`src/pls_params.svh`:
```
// Register offsets, field positions and reset values of the logic slice group.
`ifndef PLS_PARAMS_SVH
`define PLS_PARAMS_SVH
`define PLS_LUT_BASE       8'h00
`define PLS_CFG_BASE       8'h10
`define PLS_GRP_OFS        8'h20
`define PLS_STAT_OFS       8'h24
`define PLS_CFG_MODE_LSB   0
`define PLS_CFG_OP_LSB     2
`define PLS_CFG_FAST_BIT   5
`define PLS_CFG_NEG_BIT    6
`define PLS_CFG_LEVEL_BIT  7
`define PLS_CFG_ASYNC_BIT  8
`define PLS_CFG_SETV_BIT   9
`define PLS_CFG_CLKSEL_BIT 10
`define PLS_CFG_BITS       11
`define PLS_GRP_DUAL_BIT   0
`define PLS_STAT_CAP_BIT   8
`define PLS_LUT_BITS       16
`define PLS_LUT_RST        16'h0000
`define PLS_CFG_RST        11'h000
`define PLS_GRP_RST        1'b0
`endif

```
`src/pls_pkg.sv`:
```
// Types shared by the logic slice group.
package pls_pkg;
  typedef enum logic [1:0]
  {
    PLS_LOGIC  = 2'b00,
    PLS_RIPPLE = 2'b01,
    PLS_RAM    = 2'b10,
    PLS_ROM    = 2'b11
  } pls_mode_t;
  typedef enum logic [2:0]
  {
    PLS_ADD    = 3'b000,
    PLS_SUB    = 3'b001,
    PLS_ADDSUB = 3'b010,
    PLS_UPCNT  = 3'b011,
    PLS_DNCNT  = 3'b100,
    PLS_UDCNT  = 3'b101,
    PLS_CMP    = 3'b110,
    PLS_MULT   = 3'b111
  } pls_op_t;
  // Slice 0..2 routing inputs; in0/in1 are {d,c,b,a} of each table.
  typedef struct packed {
    logic       rclk;
    logic       ce;
    logic       sr;
    logic       m1;
    logic       m0;
    logic [3:0] in1;
    logic [3:0] in0;
  } pls_slice_in_t;
  typedef struct packed {
    logic       m1;
    logic       m0;
    logic [3:0] in1;
    logic [3:0] in0;
  } pls_s3_in_t;
  typedef struct packed {
    logic ofx1;
    logic ofx0;
    logic q1;
    logic q0;
    logic f1;
    logic f0;
  } pls_slice_out_t;
  typedef struct packed {
    logic ofx1;
    logic ofx0;
    logic f1;
    logic f0;
  } pls_s3_out_t;
  typedef struct packed {
    logic      clksel;
    logic      setv;
    logic      async_sr;
    logic      level;
    logic      neg;
    logic      fast;
    pls_op_t   op;
    pls_mode_t mode;
  } pls_cfg_t;
endpackage

```
`src/pls_group.sv`:
```
// Four-slice programmable logic group with an AHB-Lite configuration port.
//
// Notes on behaviour
// - Slices 0..2 have two tables and two registers; slice 3 tables only.
// - Slice registers choose clock polarity and edge or level sensitivity.
// - Set/reset selectable sync or async; clock select, chip-select, wide memory control.
// - Logic mode: each table returns any function of its 16 input codes.
// - Two tables form a five-input function; wider ones chain further slices.
// - Ripple: 2-bit add, subtract, or add/subtract chosen by a live input.
// - Ripple: 2-bit up, down, up/down counters with async clear, sync preload.
// - Ripple: compare A,B for >=, !=, <=; also multiplier building block.
// - Fast carry option outputs carry generate and propagate per slice.
// - Slices 0..2: 13 inputs, carry in, 6 outputs, carry out; slice 3: 10/4.
// - RAM mode: 16x4 single port in slices 0,1; slice 2 gives address, control.
// - 16x2 pseudo dual port: one slice read-write, its companion read-only.
// - Both memory forms, 16x4 single port and 16x2 pseudo dual port, occupy three slices.
// - Only slices 0,1 of a RAM-capable group act as memory.
// - Modes are logic, ripple, RAM, ROM; slice 3 only logic or ROM.
// - Table contents load with initial values at reset and by software.
`timescale 1ns/100ps
`default_nettype none
`include "pls_params.svh"
module pls_group
  import pls_pkg::*;
#(
  parameter int unsigned RAM_CAPABLE = 1,
  parameter logic [127:0] LUT_INIT   = {8{`PLS_LUT_RST}}
)(
  input  wire logic                 core_clk,
  input  wire logic                 rst_n,
  input  wire logic                 hsel,
  input  wire logic [31:0]          haddr,
  input  wire logic [1:0]           htrans,
  input  wire logic                 hwrite,
  input  wire logic [2:0]           hsize,
  input  wire logic [31:0]          hwdata,
  input  wire logic                 hready,
  output logic                      hreadyout,
  output logic                      hresp,
  output logic [31:0]               hrdata,
  input  wire pls_slice_in_t [2:0]  sin,
  input  wire pls_s3_in_t           s3in,
  input  wire logic                 fci,
  input  wire logic                 fxin,
  output pls_slice_out_t [2:0]      sout,
  output pls_s3_out_t               s3out,
  output logic                      fco
);
  if (RAM_CAPABLE > 1)
  begin : g_bad_param
    $error("RAM_CAPABLE must be 0 or 1");
  end

  // ----------------------------------------------------------------
  // Bus slave
  // ----------------------------------------------------------------
  // Decode returns {hit, word index}; offsets are contiguous words.
  function automatic logic [4:0] pls_decode(input logic [31:0] a);
    logic ok;
    ok = (a[31:8] == 24'h000000) && (a[1:0] == 2'b00) && (a[7:0] <= `PLS_STAT_OFS);
    return {ok, a[5:2]};
  endfunction

  function automatic logic mode_allowed(input int s, input pls_mode_t m);
    if (s == 3)
      return (m == PLS_LOGIC) || (m == PLS_ROM);
    if (m == PLS_RAM)
      return RAM_CAPABLE == 1;
    return 1'b1;
  endfunction

  logic [15:0] lut_reg [8];
  pls_cfg_t    cfg_reg [4];
  logic        dual_reg;
  logic        wr_pend_reg;
  logic [4:0]  wr_dec_reg;
  logic [31:0] hrdata_reg;
  logic [4:0]  ad_dec;
  logic        accept;
  logic        wr_hit;
  logic        lut_wr_hit;
  logic [5:0]  q_all;
  logic [3:0]  cy;

  assign accept     = hsel & htrans[1] & hready;
  assign ad_dec     = pls_decode(haddr);
  assign wr_hit     = wr_pend_reg & wr_dec_reg[4];
  assign lut_wr_hit = wr_hit & (wr_dec_reg[3:0] < 4'(`PLS_CFG_BASE >> 2));
  assign hreadyout  = 1'b1;
  assign hresp      = 1'b0;
  assign hrdata     = hrdata_reg;

  always_ff @(posedge core_clk or negedge rst_n)
  begin
    if (!rst_n)
    begin
      wr_pend_reg <= 1'b0;
      wr_dec_reg  <= 5'h00;
    end
    else
    begin
      wr_pend_reg <= accept & hwrite;
      wr_dec_reg  <= ad_dec;
    end
  end

  // Read data is captured in the address phase so it stands for the data phase.
  always_ff @(posedge core_clk or negedge rst_n)
  begin
    if (!rst_n)
      hrdata_reg <= 32'h00000000;
    else if (accept && !hwrite)
    begin
      hrdata_reg <= 32'h00000000;
      if (ad_dec[4])
      begin
        if (ad_dec[3:0] < 4'(`PLS_CFG_BASE >> 2))
          hrdata_reg <= {lut_reg[{ad_dec[1:0], 1'b1}], lut_reg[{ad_dec[1:0], 1'b0}]};
        else if (ad_dec[3:0] < 4'(`PLS_GRP_OFS >> 2))
          hrdata_reg <= {21'h000000, cfg_reg[ad_dec[1:0]]};
        else if (ad_dec[3:0] == 4'(`PLS_GRP_OFS >> 2))
          hrdata_reg[`PLS_GRP_DUAL_BIT] <= dual_reg;
        else
        begin
          hrdata_reg[5:0]               <= q_all;
          hrdata_reg[`PLS_STAT_CAP_BIT] <= (RAM_CAPABLE == 1);
        end
      end
    end
  end

  // ----------------------------------------------------------------
  // Configuration
  // ----------------------------------------------------------------
  // A mode that the slice cannot serve is refused; the old mode stays.
  always_ff @(posedge core_clk or negedge rst_n)
  begin
    if (!rst_n)
    begin
      for (int i = 0; i < 4; i++)
        cfg_reg[i] <= `PLS_CFG_RST;
    end
    else if (wr_hit && wr_dec_reg[3:2] == 2'b01)
    begin
      cfg_reg[wr_dec_reg[1:0]] <= hwdata[`PLS_CFG_BITS-1:0];
      if (!mode_allowed(int'(wr_dec_reg[1:0]), pls_mode_t'(hwdata[1:0])))
        cfg_reg[wr_dec_reg[1:0]].mode <= cfg_reg[wr_dec_reg[1:0]].mode;
    end
  end

  always_ff @(posedge core_clk or negedge rst_n)
  begin
    if (!rst_n)
      dual_reg <= `PLS_GRP_RST;
    else if (wr_hit && wr_dec_reg[3:0] == 4'(`PLS_GRP_OFS >> 2))
      dual_reg <= hwdata[`PLS_GRP_DUAL_BIT];
  end

  // ----------------------------------------------------------------
  // Distributed memory
  // ----------------------------------------------------------------
  logic       ram_wr;
  logic [3:0] wa;
  logic [3:0] ram_din;
  logic [3:0] ram_we;

  // Slice 2 lends its write address, write enable and chip-select.
  assign ram_wr  = (RAM_CAPABLE == 1) && (cfg_reg[2].mode == PLS_RAM) && sin[2].ce && sin[2].m0;
  assign wa      = sin[2].in0;
  // In dual-port form slice 1 mirrors slice 0 and is read from its own address.
  assign ram_din = dual_reg ? {sin[0].m1, sin[0].m0, sin[0].m1, sin[0].m0}
                            : {sin[1].m1, sin[1].m0, sin[0].m1, sin[0].m0};

  for (genvar j = 0; j < 4; j++)
  begin : g_we
    assign ram_we[j] = ram_wr && (cfg_reg[j/2].mode == PLS_RAM);
  end

  always_ff @(posedge core_clk or negedge rst_n)
  begin
    if (!rst_n)
    begin
      for (int j = 0; j < 8; j++)
        lut_reg[j] <= LUT_INIT[j*16 +: 16];
    end
    else
    begin
      for (int j = 0; j < 4; j++)
        if (ram_we[j])
          lut_reg[j][wa] <= ram_din[j];
      if (lut_wr_hit)
      begin
        lut_reg[{wr_dec_reg[1:0], 1'b0}] <= hwdata[15:0];
        lut_reg[{wr_dec_reg[1:0], 1'b1}] <= hwdata[31:16];
      end
    end
  end

  // ----------------------------------------------------------------
  // Wide function muxes
  // ----------------------------------------------------------------
  logic [3:0] five_input_lookup_function_w;
  logic [1:0] lut6_w;
  logic       lut7_w;
  logic       s3f0;
  logic       s3f1;

  assign s3f0      = lut_reg[6][s3in.in0];
  assign s3f1      = lut_reg[7][s3in.in1];
  assign five_input_lookup_function_w[3] = s3in.m0 ? s3f1 : s3f0;
  assign lut6_w[0] = sin[0].m1 ? five_input_lookup_function_w[1] : five_input_lookup_function_w[0];
  assign lut6_w[1] = sin[2].m1 ? five_input_lookup_function_w[3] : five_input_lookup_function_w[2];
  assign lut7_w    = sin[1].m1 ? lut6_w[1] : lut6_w[0];
  // Eight inputs need a neighbouring group, which arrives on fxin.
  assign s3out     = {s3in.m1 ? fxin : lut7_w, five_input_lookup_function_w[3], s3f1, s3f0};
  assign cy[0]     = fci;
  assign fco       = cy[3];

  // ----------------------------------------------------------------
  // Slices with registers
  // ----------------------------------------------------------------
  for (genvar s = 0; s < 3; s++)
  begin : g_slice
    pls_cfg_t   c;
    logic [1:0] x, y, yy, q_reg, q_out, ff, q_d;
    logic [2:0] sum, gsum;
    logic       f0, f1, g, p, ne, ofx0, ofx1, ci, ripple, cnt;
    logic       rclk, clk_prev_reg, ev_clk, ev, async_on;

    assign c      = cfg_reg[s];
    assign ci     = cy[s];
    assign ripple = (c.mode == PLS_RIPPLE);
    assign cnt    = (c.op == PLS_UPCNT) || (c.op == PLS_DNCNT) || (c.op == PLS_UDCNT);
    assign f0     = lut_reg[2*s][sin[s].in0];
    assign f1     = lut_reg[2*s+1][sin[s].in1];
    assign five_input_lookup_function_w[s] = sin[s].m0 ? f1 : f0;

    // A operand is {a1,a0}, B is {b1,b0}; c0 steers direction or subtract.
    always_comb
    begin
      x  = {sin[s].in1[0], sin[s].in0[0]};
      y  = {sin[s].in1[1], sin[s].in0[1]};
      yy = y;
      case (c.op)
        PLS_SUB:    yy = ~y;
        PLS_ADDSUB: yy = sin[s].in0[2] ? ~y : y;
        PLS_UPCNT:  begin x = q_reg; yy = 2'b00; end
        PLS_DNCNT:  begin x = q_reg; yy = 2'b11; end
        PLS_UDCNT:  begin x = q_reg; yy = {2{sin[s].in0[2]}}; end
        PLS_MULT:   x = x & {2{sin[s].m0}};
        default:    yy = y;
      endcase
      gsum = {1'b0, x} + {1'b0, yy};
      sum  = gsum + {2'b00, ci};
    end

    assign g  = gsum[2];
    assign p  = &(x ^ yy);
    assign ne = (x != y) | ci;
    // Lookahead and ripple carries agree; the fast form only shortens the path.
    assign cy[s+1] = !ripple ? 1'b0 : (c.op == PLS_CMP) ? ne
                   : c.fast ? (g | (p & ci)) : sum[2];
    assign ff   = !ripple ? {f1, f0}
                : (c.op == PLS_CMP) ? {x <= y, x >= y} : sum[1:0];
    assign ofx0 = !ripple ? five_input_lookup_function_w[s] : (c.op == PLS_CMP) ? ne : (c.fast & g);
    assign ofx1 = !ripple ? ((s == 1) ? lut7_w : lut6_w[s/2]) : (c.fast & p);

    // Fabric clock is sampled, so its edges and levels are seen one clock late.
    assign rclk   = c.clksel ? sin[0].rclk : sin[s].rclk;
    assign ev_clk = c.level ? (rclk ^ c.neg)
                  : c.neg ? (clk_prev_reg & ~rclk) : (~clk_prev_reg & rclk);
    assign ev       = ev_clk & sin[s].ce;
    assign async_on = sin[s].sr & c.async_sr;
    assign q_d      = (ripple && cnt && sin[s].in1[2]) ? {sin[s].m1, sin[s].m0} : ff;

    always_ff @(posedge core_clk or negedge rst_n)
    begin
      if (!rst_n)
        clk_prev_reg <= 1'b0;
      else
        clk_prev_reg <= rclk;
    end

    always_ff @(posedge core_clk or negedge rst_n)
    begin
      if (!rst_n)
        q_reg <= 2'b00;
      else if (async_on)
        q_reg <= {2{c.setv}};
      else if (sin[s].sr && ev_clk)
        q_reg <= {2{c.setv}};
      else if (ev)
        q_reg <= q_d;
    end

    // The asynchronous form also overrides the output at once.
    assign q_out   = async_on ? {2{c.setv}} : q_reg;
    assign sout[s] = {ofx1, ofx0, q_out, ff};
    assign q_all[2*s +: 2] = q_out;
  end
endmodule // pls_group
`default_nettype wire

```
`config.mk`:
```
export PLATFORM = sky130hd
export DESIGN_NAME = pls_group
export DESIGN_NICKNAME = d
export VERILOG_FILES = /design/src/pls_pkg.sv /design/src/pls_group.sv
export VERILOG_INCLUDE_DIRS = /design/src
export SDC_FILE = /design/constraint.sdc
export NUM_CORES = 1
export LEC_CHECK = 0
export BUFFER_PORTS_ARGS = -buffer_cell sky130_fd_sc_hd__buf_2
export CORE_UTILIZATION = 53
export CTS_CLUSTER_SIZE = 16
export DETAILED_ROUTE_END_ITERATION = 12
export GPL_TIMING_DRIVEN = 1
export PLACE_DENSITY = 0.77
export SLEW_MARGIN = 30
export SYNTH_ARGS = -nofsm -noshare
export SYNTH_HDL_FRONTEND = slang
export SYNTH_SLANG_ARGS = --single-unit
```
`constraint.sdc`:
```
create_clock -name core_clk -period 5.75 [get_ports core_clk]
set_input_delay 0.8625 -clock core_clk [delete_from_list [all_inputs] [get_ports core_clk]]
set_output_delay 0.8625 -clock core_clk [all_outputs]
set_load 0.02 [all_outputs]
```
==> run metrics <==
Die Span Y=159.8 microns; synth-to-layout area growth=17.40%; Final HPWL DP=29.59 mm; placed inst area=roughly 14000 sq um; Std-Cell Core Area=24390 sq um; worst path required time=between 4 and 5 ns; Total Wirelength=39.98 mm; synthesized area per cell=~11 sq um; Syn Std Cell Area=13200 sq um; Internal=around 2.8 mW; clock root buffer=clkbuf_16; outcome=complete, but fails checks; top cells by count, synth=dfrtp_1 (220), mux2_2 (118), nand2_1 (118), mux2i_1 (102), o21ai_0 (96); final setup vio count=3; Synth Warn #=0; DRC errors left=0; RSZ-0062 raised after global routing=yes; fin cells=1665; layout cells sized above 1=0.3640; Fin. Hold Viols=0; final worst-path cycle share=1.023; Multi-input gate area=7362 sq um; Sw Pwr=0.9253 mW; kind of start point of the critical path=register; WL/cell=roughly 24 microns; total grt overflow=0; Final Max Tran Viols=0; Vias/cell=6.357; IO Pins=~180; Setup Skew=0.01424 ns; die area=25530 sq um; overall die width=159.8 microns; TritonRoute pass-1 iters=5; Reg2Reg Depth=30; row cnt=57; Fillers=1921; Max FO, Critical Path=7; P_leak=7.072 nW; clock slew at reported path FFs=approximately 0.060 ns; Worst VDD drop=0.2056 mV; Place WS=-0.5237 ns; CTS sink cnt=220; Reg power frac=0.432; overall routing resource usage=0.3157; fraction of power spent switching nets=0.2500; # Max-Cap Violations=0; slew margin rel.=0.3480; kind of critical path=register to output pin; initial antenna violation count=5; cell area power density=between 200 and 250 nW/um^2; Netlist cell types=67; Syn Nets=1318; Cells after DPL=around 1600; post-route cell area=between 15000 and 20000 sq um; Synth area leaders=dfrtp_1 (42%), mux4_2 (12%), mux2_2 (10%); fin worst setup slack=-0.1346 ns; FMAX=0.1699 GHz; Seq/Total Area, Yosys=0.4172; Worst Hold Class=input port to async pin; cell with the most instances after synthesis=dfrtp_1; worst hold slack=0.2857 ns; number of flops mapped to enable cells by yosys=0; Reg area=5509 sq um; worst slew pin tran=approximately 0.98 ns; area share of the largest cell type after synthesis=0.4172; CTS tree=done; TritonCTS Buffers=23; largest net degree at the start of global routing=between 100 and 150; hold buffers post-CTS=0; vias in the first global route=10440; failing checks=setup timing; Mapped Cells=1172; Buffers on Ports=175; starting density of the core=0.5410; antenna-violating nets left=0; drt initial violations=1029; asr flop ratio synth=1.000; top_reg_cell synth=dfrtp_1; Synth Register Bits=220; gp weighted congestion=about 0.96; area leader, netlist=dfrtp_1; vias=10585; CTS H-tree lvls=1; Worst EP arrival=5.02 ns; Worst-Skew Late Latency=0.51 ns; Critical Path Sink Type=output pin; min cycle time layout=5.885 ns; first-pass GRT wire length=61.35 mm; clock share of power=0.440; fin nets=between 1000 and 1500; Comb pwr share=0.128; Max Buffers Root-to-Sink=3
## per-layer routing
metal	GRT usage	part of all wire	up-vias
li1	-	-	4652
met1	0.4336	0.40	5283
met2	0.4861	0.46	546
met3	0.08545	0.10	94
met4	0.1069	0.031	10
met5	0.009470	0.0022	-
## power by group through the flow
stage	clock network [mW]	logic, mW	registers, mW
after floorplan	0	0.252	1.61
after global placement	0	0.425	1.62
after detailed placement	0	0.432	1.63
after CTS	1.64	0.455	1.60
after global routing	1.70	0.513	1.60
final	1.63	0.474	1.60
## through the flow
| step | setup TNS, ns | util | power [mW] |
|---|---|---|---|
| floorplan | 0 | - | 1.864 |
| global placement | -1.619 | 0.5880 | 2.049 |
| detailed placement | -1.743 | 0.5881 | 2.058 |
| CTS | -0.4635 | 0.6300 | 3.693 |
| global route | -1.051 | 0.6348 | 3.818 |
| finish | -0.3116 | 0.6351 | 3.701 |
## critical path: stages (launching register included)
cell and delay, ns:
dfrtp_2 0.45, buf_4 0.16, a21oi_4 0.11, a21oi_1 0.04, o2bb2a_2 0.25, o21ai_2 0.06, ha_2 0.18, inv_2 0.03
fa_1 0.46, inv_1 0.04, ha_2 0.16, xor2_1 0.17, a221oi_2 0.30, o21ai_2 0.10, inv_2 0.10, ha_4 0.13
ha_4 0.13, nor2b_4 0.14, xnor2_2 0.12, o21ai_2 0.07, a221oi_2 0.28, buf_4 0.20, ha_4 0.15, ha_4 0.13
xnor2_2 0.05, o211ai_1 0.22, o22ai_2 0.11, buf_6 0.14
## cell families after synthesis
family,share of synthesized area
mux,0.3067
other cells,0.0005691
buf+inv,0.04002
simple gates,0.1010
flops,0.4172
fa+ha+maj,0.02238
compound gates,0.1089
xor+xnor,0.003319
## final timing paths
check / end / slack, ns
max reg2reg: g_slice[2].q_reg[1] / 0.78
min: g_slice[0].q_reg[1] / 0.29
max in group asynchronous: async pin / 4.50
max: fco / -0.13
min reg2reg: hrdata[10] / 0.48
min in group core_clk: hrdata[10] / 0.48
## cells in the final DEF (no fill, tap or decap), types with 5 or more instances in the layout
master | Yosys | final
nand2b_1 | 18 | 17
a311oi_1 | 6 | 5
a31oi_1 | 8 | 8
mux2i_1 | 102 | 102
a21oi_1 | 26 | 23
dfrtp_1 | 220 | 217
nand2_1 | 118 | 118
or3_1 | 5 | 5
ha_1 | 18 | 12
nand3_1 | 18 | 17
a22o_1 | 29 | 29
buf_2 | 11 | 169
a21o_1 | 8 | 8
clkbuf_8 | 0 | 8
o31ai_1 | 7 | 7
buf_6 | 1 | 6
buf_4 | 11 | 34
o21ai_2 | 0 | 5
mux2_2 | 118 | 118
mux4_2 | 69 | 69
inv_1 | 38 | 35
nor4_1 | 7 | 7
nor2b_1 | 20 | 18
nor3_1 | 9 | 7
nor2_1 | 51 | 46
mux4_1 | 5 | 5
o21ai_0 | 96 | 88
o22ai_1 | 10 | 9
clkbuf_16 | 0 | 23
and3b_1 | 5 | 5
## final cells by class
type                       instances  share of cell area
multi-input combinational        828              0.4752
sequential                       220              0.3556
timing repair buffer             212             0.07940
clock buffer                      31             0.04362
tap                              324             0.02617
clock inverter                     9             0.01026
inverter                          38            0.009208
antenna                            3           0.0004846
## timing repair
item,CTS,global route
setup buffers,6,3
setup endpoints to repair,4,4
cloned,0,0
resized for setup,42,16
pin swaps,20,11
Note: power is estimated with default switching activity, not from simulation.
